### config.mk
export PLATFORM = sky130hd
export DESIGN_NAME = module_cfg_status
export DESIGN_NICKNAME = d
export VERILOG_FILES = /design/src/hw/aim_pkg.sv /design/src/hw/module_cfg_status.sv
export VERILOG_INCLUDE_DIRS = /design/src /design/src/hw
export SDC_FILE = /design/constraint.sdc
export NUM_CORES = 1
export LEC_CHECK = 0
export ABC_AREA = 1
export BUFFER_PORTS_ARGS = -buffer_cell sky130_fd_sc_hd__buf_2
export CAP_MARGIN = 5
export CORE_MARGIN = 1.5
export CORE_UTILIZATION = 45
export CTS_CLUSTER_SIZE = 16
export DETAILED_ROUTE_END_ITERATION = 8
export SETUP_SLACK_MARGIN = 0.5
export SLEW_MARGIN = 20
export SYNTH_ARGS = -nofsm -noshare
export SYNTH_HDL_FRONTEND = slang
export SYNTH_SLANG_ARGS = --single-unit
### constraint.sdc
create_clock -name clk_i -period 2.1 [get_ports clk_i]
set_input_delay 0.21 -clock clk_i [delete_from_list [all_inputs] [get_ports clk_i]]
set_output_delay 0.21 -clock clk_i [all_outputs]
set_load 0.02 [all_outputs]
### src/hw/aim_cfg.svh
`ifndef AIM_CFG_SVH
`define AIM_CFG_SVH
`define AIM_CLK_NS 10
`define AIM_IDX_PT_LAST 4'hb
`define AIM_IDX_QUAL 4'hc
`define AIM_IDX_CFG 4'hd
`define AIM_B_CONF 0
`define AIM_B_FORCE 1
`define AIM_B_CAL 7
`define AIM_B_50HZ 8
`define AIM_B_SYNC 9
`define AIM_B_TRACK 10
`define AIM_B_PE 11
`define AIM_B_TICK 12
`define AIM_B_MEM 13
`define AIM_B_SENS 14
`define AIM_B_FAULT 15
`define AIM_CFG_RST 4'h0
`define AIM_TB60_NS 83300000
`define AIM_TB50_NS 80000000
`define AIM_INIT_WIN_NS 6400
`define AIM_INIT_CYC (`AIM_INIT_WIN_NS / `AIM_CLK_NS)
`endif

### src/hw/aim_pkg.sv
`include "aim_cfg.svh"
package aim_pkg;
  // Whole register state of the block
  typedef struct packed {
    logic ack;
    logic err;
    logic [31:0] dat;
    logic conf;
    logic force_err;
    logic sel_50hz;
    logic use_sync;
    logic [2:0] tick_sy;
    logic [1:0] pe_sy;
    logic [1:0] trk_sy;
    logic [9:0] init_cnt;
    logic tick_seen;
    logic tick_fail;
    logic [23:0] integ_cnt;
    logic integ;
    logic [11:0][15:0] pts;
  } state_s;
endpackage

### src/hw/module_cfg_status.sv
`include "aim_cfg.svh"
`timescale 1ns/1ns
`default_nettype none
module module_cfg_status #(
  parameter int INTEG60_CYC = `AIM_TB60_NS / `AIM_CLK_NS,
  parameter int INTEG50_CYC = `AIM_TB50_NS / `AIM_CLK_NS
) (
  // Clock and reset
  input wire logic clk_i,
  input wire logic rst_i,
  // Wishbone classic slave
  input wire logic cyc_i,
  input wire logic stb_i,
  input wire logic we_i,
  input wire logic [5:0] adr_i,
  input wire logic [3:0] sel_i,
  input wire logic [31:0] dat_i,
  output logic [31:0] dat_o,
  output logic ack_o,
  output logic err_o,
  // Pins from outside the clock domain
  input wire logic ref_tick_i,
  input wire logic calib_memory_program_enable_i,
  input wire logic line_track_i,
  // Self-test and monitor results, same clock
  input wire logic cal_cksum_err_i,
  input wire logic mem_err_i,
  input wire logic internal_err_i,
  input wire logic sensor_fail_i,
  input wire logic [15:0] quality_i,
  // Point data from the converter, same clock
  input wire logic pt_wr_i,
  input wire logic [3:0] pt_idx_i,
  input wire logic [15:0] pt_dat_i,
  // Programming command gate
  input wire logic prog_cmd_i,
  output logic prog_cmd_ok_o,
  // Module outputs
  output logic err_led_o,
  output logic sel_50hz_o,
  output logic use_sync_o,
  output logic integ_o,
  output logic halt_o
);

  localparam int INIT_CYC = `AIM_INIT_CYC;

  aim_pkg::state_s q, d;

  // Point data words, index 0 to 11
  function automatic logic is_point(input logic [3:0] idx);
    is_point = (idx <= `AIM_IDX_PT_LAST);
  endfunction

  logic req;
  logic [3:0] idx;
  logic cal_err;
  logic err_bit;
  logic pt_fault;
  logic [15:0] status;
  logic attn;
  logic [23:0] integ_max;

  // Request decode
  assign req = cyc_i && stb_i && !q.ack && !q.err;
  assign idx = adr_i[5:2];

  // Error sources
  assign cal_err = cal_cksum_err_i;

  // error bit covers all module errors
  assign err_bit = q.force_err || internal_err_i || cal_err
    || q.tick_fail || mem_err_i;

  // sensor fault kept out of the summary
  assign pt_fault = (|quality_i) || err_bit || cal_err
    || q.tick_fail || mem_err_i;

  // attention on point words while unconfigured or in error
  // attention on point reads in error
  assign attn = is_point(idx) && (!q.conf || err_bit);

  // timebase length from the 50 Hz select
  assign integ_max = q.sel_50hz ? 24'(INTEG50_CYC - 1)
                                : 24'(INTEG60_CYC - 1);

  // Status word
  always_comb begin
    status = 16'h0000;
    status[`AIM_B_CONF] = q.conf;
    status[`AIM_B_FORCE] = err_bit;
    // bits 2 to 6 stay zero
    status[`AIM_B_CAL] = cal_err;
    status[`AIM_B_50HZ] = q.sel_50hz;
    status[`AIM_B_SYNC] = q.use_sync && q.trk_sy[1];
    status[`AIM_B_TRACK] = q.trk_sy[1];
    status[`AIM_B_PE] = q.pe_sy[1];
    status[`AIM_B_TICK] = q.tick_fail;
    status[`AIM_B_MEM] = mem_err_i;
    status[`AIM_B_SENS] = sensor_fail_i || cal_err;
    status[`AIM_B_FAULT] = pt_fault;
  end

  // Next state
  always_comb begin
    d = q;
    d.ack = 1'b0;
    d.err = 1'b0;
    d.integ = 1'b0;
    // Synchronisers for the pins
    d.tick_sy = {q.tick_sy[1:0], ref_tick_i};
    d.pe_sy = {q.pe_sy[0], calib_memory_program_enable_i};
    d.trk_sy = {q.trk_sy[0], line_track_i};
    // look for a tick during the init window
    if (q.init_cnt != 10'h000) begin
      d.init_cnt = q.init_cnt - 10'h001;
      if (q.tick_sy[1] && !q.tick_sy[2]) begin
        d.tick_seen = 1'b1;
      end
      if (q.init_cnt == 10'h001 && !d.tick_seen) begin
        d.tick_fail = 1'b1;
      end
    end
    if (cal_err) begin
      d.integ_cnt = 24'h000000;
    end else if (q.integ_cnt >= integ_max) begin
      d.integ_cnt = 24'h000000;
      d.integ = 1'b1;
    end else begin
      d.integ_cnt = q.integ_cnt + 24'h000001;
    end
    if (pt_wr_i && !cal_err && is_point(pt_idx_i)) begin
      d.pts[pt_idx_i] = pt_dat_i;
    end
    // Bus access
    if (req) begin
      d.dat = 32'h00000000;
      if (idx == `AIM_IDX_CFG) begin
        d.ack = 1'b1;
        if (we_i) begin
          // only bits 0, 1, 8, 9 are stored
          if (sel_i[0]) begin
            d.conf = dat_i[`AIM_B_CONF];
            d.force_err = dat_i[`AIM_B_FORCE];
          end
          if (sel_i[1]) begin
            d.sel_50hz = dat_i[`AIM_B_50HZ];
            d.use_sync = dat_i[`AIM_B_SYNC];
          end
        end else begin
          d.dat = {16'h0000, status};
        end
      end else if (idx == `AIM_IDX_QUAL) begin
        d.ack = 1'b1;
        // quality hidden under forced, calibration, tick or memory error
        if (!we_i && !(q.force_err || cal_err
            || q.tick_fail || mem_err_i)) begin
          d.dat = {16'h0000, quality_i};
        end
      end else if (attn) begin
        d.err = 1'b1;
      end else if (is_point(idx)) begin
        d.ack = 1'b1;
        if (!we_i) begin
          d.dat = {16'h0000, q.pts[idx]};
        end
      end else begin
        // Unmapped word
        d.err = 1'b1;
      end
    end
    if (rst_i) begin
      d.ack = 1'b0;
      d.err = 1'b0;
      d.dat = 32'h00000000;
      {d.use_sync, d.sel_50hz, d.force_err, d.conf} = `AIM_CFG_RST;
      d.tick_sy = 3'h0;
      d.pe_sy = 2'h0;
      d.trk_sy = 2'h0;
      d.init_cnt = 10'(INIT_CYC);
      d.tick_seen = 1'b0;
      d.tick_fail = 1'b0;
      d.integ_cnt = 24'h000000;
      d.integ = 1'b0;
      d.pts = '0;
    end
  end

  // State register
  always_ff @(posedge clk_i) begin
    q <= d;
  end

  // Outputs
  assign dat_o = q.dat;
  assign ack_o = q.ack;
  assign err_o = q.err;
  assign err_led_o = err_bit;
  assign sel_50hz_o = q.sel_50hz;
  assign use_sync_o = status[`AIM_B_SYNC];
  assign integ_o = q.integ;
  assign halt_o = cal_err;
  assign prog_cmd_ok_o = prog_cmd_i && q.pe_sy[1];
endmodule // module_cfg_status
`default_nettype wire

==> Word-level counts from Yosys, hierarchy flattened <==
Index checks and enable logic that the tools add are counted.
{ "word_totals": {"output_inout_bits": 40, "word_cells": 103, "regBits": 274, "in_bits": 92} }
{ "op_classes": {"eq_ne": 3, "n_reduce_logical": 42, "n_bitwise": 1, "muxes": 22, "magnitude_cmp": 6, "add_sub_neg": 2} }
{ "op_table": {"columns": ["op", "n"], "rows": [
  ["$bwmux 192", 1],
  ["$mux 32", 4],
  ["$mux 16", 5],
  ["$bmux 16 s4", 1],
  ["$demux 16 s4", 1],
  ["$add 24x1->24 const B", 1],
  ["$ge 24x23->1", 1],
  ["$mux 19", 1],
  ["$reduce_or 16->1", 1],
  ["$logic_or 1x1->1", 13],
  ["$logic_and 1x1->1", 12],
  ["$eq 10x1->1 const B", 1],
  ["$lt 4x5->1 const B", 2],
  ["$reduce_bool 10->1", 1],
  ["$sub 10x1->10 const B", 1],
  ["$mux 1", 9],
  ["$eq 4x4->1 const B", 2],
  ["$le 4x4->1 const B", 2],
  ["$logic_not 1->1", 8],
  ["$reduce_and 4->1", 2],
  ["$ge 4x1->1 const B", 1],
  ["$reduce_or 2->1", 2],
  ["$reduce_or 4->1", 1],
  ["$reduce_or 3->1", 1],
  ["2 further kinds", 2]
]} }

==> Depth between registers and ports, before layout <==
{ "depth": {"depth_word": 10, "ltp_mapped": 14, "depth_no_buf": 11} }

==> Worst setup path before layout <==
OpenSTA, ideal clock, no wires.
{ "synth_timing": {"kind": "register to register", "startpoint": "register q (netlist bit sel_50hz_o)", "endpoint": "register q[213] (netlist name)", "period_less_slack_ps": 1868, "setup_time_ps": 70, "required_time_ps": 2030, "arrival_time_ps": 1798, "n_path_buf": 1, "setup_slack_ps": 232, "stages_incl_launch_ff": 9, "cell_sequence": "dfxtp_1 inv_1 ha_1 a21oi_1 o221ai_1 nand2_1 nand4_1 buf_2 a21oi_1"} }
{ "synth_between": {"elab_chain_len": 3} }
{ "synth_lines": {"columns": ["element", "line", "source"], "rows": [
  ["start: declaration", "module_cfg_status.sv:48", "aim_pkg::state_s q, d;"],
  ["start signal: assignment", "module_cfg_status.sv:191", "q <= d;"],
  ["$mux 19", "module_cfg_status.sv:84", "assign integ_max = q.sel_50hz ? 24'(INTEG50_CYC - 1)"],
  ["$ge 24x23->1", "module_cfg_status.sv:126", "end else if (q.integ_cnt >= integ_max) begin"],
  ["$reduce_or 3->1 (no line)", null, null]
]} }
No other way between the ends.
A chain may end at the register's enable or synchronous reset.

==> Worst setup path after layout <==
{ "layout_timing": {"startpoint": "register q (netlist bit sel_50hz_o)", "endpoint": "register q[206] (netlist name)"} }
The elaborated chain is that of the path after synthesis.

==> results.json <==
{
  "worstSetupStartpointType": "flop",
  "initial_utilization": 0.458,
  "grt_usage": 0.249,
  "syn_area_um2": 12300,
  "cts_tree": "done",
  "final.min_clock_period_ns": 1.71,
  "synthMostInstantiatedCell": "sky130_fd_sc_hd__nand2_1",
  "maximum_number_of_pins_on_one_net_before_global_route_repair": 69,
  "timing_worst_setup_path_type": "reg2reg",
  "core.rowCount": 60,
  "tritoncts.num_buffers": 30,
  "die_height_um": 169,
  "drv.max_cap_violation_count": 0,
  "dpl-instance-area_um2": 12900,
  "filler_cell_count": 2648,
  "fraction_of_final_layout_cells_with_drive_strength_greater_than_1": 0.151,
  "place.detailed.instances": 2126,
  "rd_place_congestion": 0.855,
  "initial_antenna_violation_count": 0,
  "synth_top_cells_by_area": "sky130_fd_sc_hd__dfxtp_1, sky130_fd_sc_hd__nand2_1, sky130_fd_sc_hd__nor2_1, sky130_fd_sc_hd__o21ai_0, sky130_fd_sc_hd__a21oi_1",
  "run_status": "completed",
  "number_of_design_rule_violations_left_after_detail_routing": 0,
  "dpl_worst_slack_ns": 0.202,
  "number_of_standard_cells_in_the_layout_taps_in_and_fillers_out": 2202,
  "synth_area_per_cell_um2": 6.90,
  "synth_enable_flop_cells": 0,
  "power.density_cell_area_nw_per_um2": 778,
  "timing_worst_slew_pin_value_ns": 0.775,
  "synth_seq_area_share": 0.419,
  "slew-limit-headroom": 0.483,
  "port_buffers": 83,
  "area_growth_syn_to_layout_pct": 15.9,
  "synth_cell_type_count": 44,
  "h-tree-depth": 1,
  "cp.arrival_ns": 2.17,
  "worstSetupEndpointType": "flop",
  "die_area_um2": 28400,
  "die_outline_width_um": 169,
  "fin_tns_setup_ns": 0,
  "drt_iter0_markers": 1112,
  "clock_path_buffers": 3,
  "wire_length_of_the_first_global_routing_pass_um": 56800,
  "irDropWorstVdd_mv": 0.544,
  "synth_seq_cells": 258,
  "worst_setup_hold_path_clk_slew_ns": 0.06,
  "via_count": 11600,
  "first_global_vias": 10500,
  "required_ns": 2.55,
  "fin_area_um2": 14300,
  "firstDrtPassIters": 6,
  "avgViaCountPerCell": 5.27,
  "core_area_um2": 27000,
  "final_nets": 1946,
  "fmax_ghz": 0.583,
  "postRouteAntennaNets": 0,
  "cp_max_fo": 12,
  "setup_repair_after_global_routing_missed_its_margin": "true",
  "cts_num_sinks": 258,
  "postRouteWirelength_um": 35900,
  "finalCritPeriodShare": 0.816,
  "p_leak_nw": 5.93,
  "final.setup.worst_slack_ns": 0.386,
  "total_power_mw": 11.1,
  "setup-violations-final": 0,
  "diodes_inserted": 0,
  "finalClockSkew_ns": 0.0126,
  "timing.hold.worst.class": "in2reg",
  "most_area_hungry_cell_type_in_the_yosys_netlist": "sky130_fd_sc_hd__dfxtp_1",
  "route.detailed.wl_per_inst_um": 16.3,
  "clock_insertion_delay_worst_skew_ns": 0.56,
  "grt_overflow_total": 0,
  "netlist.area_leader.share": 0.419,
  "place_hpwl_um": 23200,
  "clockRootBuffer": "sky130_fd_sc_hd__clkbuf_16",
  "synthArstFlopShare": 0,
  "synthesis.instances": 1787,
  "synth_top_flop_cell": "sky130_fd_sc_hd__dfxtp_1",
  "yosys_warnings": 0,
  "timing_max_transition_violations_final": 0,
  "hold_violations_final": 0,
  "boundaryPins": 132,
  "top_cells_by_count_synth": "sky130_fd_sc_hd__nand2_1, sky130_fd_sc_hd__nor2_1, sky130_fd_sc_hd__dfxtp_1, sky130_fd_sc_hd__o21ai_0, sky130_fd_sc_hd__a21oi_1"
}
report_power, final:
part	switching [mW]	total (mW)	internal (mW)
combinational	0.723	1.07	0.352
sequential	0.0605	5.05	4.99
clock	2.06	5.00	2.93
per-layer routing:
| metal | global-route usage | part of all wire | vias to the layer above |
|---|---|---|---|
| li1 | - | - | 5842 |
| met4 | 0.0555 | 0.020 | 0 |
| met3 | 0.0365 | 0.056 | 46 |
| met2 | 0.400 | 0.45 | 306 |
| met5 | 0 | 0 | - |
| met1 | 0.353 | 0.47 | 5413 |
sequential cells by signal (all words and copies together), names as in the netlist:
name,flops
integ_o,1
dat_o,16
q,238
err_o,1
ack_o,1
sel_50hz_o,1
metrics by stage:
stage          hold WS (ns)   util
2_1_floorplan         0.317      -
3_3_place_gp          0.393  0.480
3_5_place_dp          0.397  0.480
4_1_cts             0.00713  0.524
5_1_grt              0.0236  0.530
6_report             0.0164  0.530
area by class of cell:
type | instances | area [um^2] | share of cell area
Tap cell | 341 | 427 | 0.0299
Multi-Input combinational cell | 1250 | 6080 | 0.425
Clock buffer | 44 | 865 | 0.0605
Inverter | 150 | 578 | 0.0404
Timing Repair Buffer | 153 | 1110 | 0.0776
Clock inverter | 6 | 58.8 | 0.00411
Sequential cell | 258 | 5170 | 0.362
kinds of logic after synthesis:
logic type      Yosys count  synth area share
compound gates          385             0.166
simple gates            822             0.283
flops                   258             0.419
other cells               1          0.000304
buf+inv                 294             0.110
fa+ha+maj                11            0.0112
xor+xnor                 16            0.0114
placed cells by master, fill, tap and decap left out, types with 7 or more instances in the layout:
cell type	instances
sky130_fd_sc_hd__a21oi_2	13
sky130_fd_sc_hd__nor2_1	289
sky130_fd_sc_hd__buf_4	44
sky130_fd_sc_hd__o211ai_1	14
sky130_fd_sc_hd__nand2_2	7
sky130_fd_sc_hd__dfxtp_1	253
sky130_fd_sc_hd__dlygate4sd3_1	16
sky130_fd_sc_hd__a21oi_1	147
sky130_fd_sc_hd__buf_12	8
sky130_fd_sc_hd__xor2_1	11
sky130_fd_sc_hd__inv_1	126
sky130_fd_sc_hd__o21ai_1	39
sky130_fd_sc_hd__clkbuf_16	32
sky130_fd_sc_hd__nor2_4	18
sky130_fd_sc_hd__nand3_1	121
sky130_fd_sc_hd__conb_1	16
sky130_fd_sc_hd__clkbuf_1	9
sky130_fd_sc_hd__o21ai_0	151
sky130_fd_sc_hd__nor2_2	8
sky130_fd_sc_hd__nand4_1	25
sky130_fd_sc_hd__a22oi_1	8
sky130_fd_sc_hd__inv_2	17
sky130_fd_sc_hd__nand2_1	330
sky130_fd_sc_hd__buf_2	82
worst paths after layout:
| path | from | to | slack [ns] | depth (start not counted) |
|---|---|---|---|---|
| worst min register to register | q[233] | q[234] | 0.40 | 2 |
| worst min-delay path | quality_i[15] | dat_o[15] | 0.02 | 5 |
| worst max register to register | sel_50hz_o | q[206] | 0.39 | 9 |
| worst max-delay path | sel_50hz_o | q[206] | 0.39 | 9 |
worst max-delay path: stages, from the launching register on:
cell and delay (ns):
sky130_fd_sc_hd__dfxtp_4 0.40, sky130_fd_sc_hd__ha_1 0.29, sky130_fd_sc_hd__nand3_1 0.07, sky130_fd_sc_hd__or2_4 0.26
sky130_fd_sc_hd__inv_1 0.07, sky130_fd_sc_hd__nand2_2 0.07, sky130_fd_sc_hd__nand4_1 0.11, sky130_fd_sc_hd__buf_6 0.13
sky130_fd_sc_hd__clkbuf_16 0.15, sky130_fd_sc_hd__a21oi_1 0.04
what timing repair did:
action / in CTS / in global routing
cloned: 0 / 1
hold buffers: 16 / 0
gates resized for setup: 13 / 38
pin swaps: 4 / 5
hold endpoints to repair: 16 / 0
setup buffers: 8 / 1
endpoints found under the setup margin: 31 / 40
No activity file was read; power rests on OpenSTA's default activity.
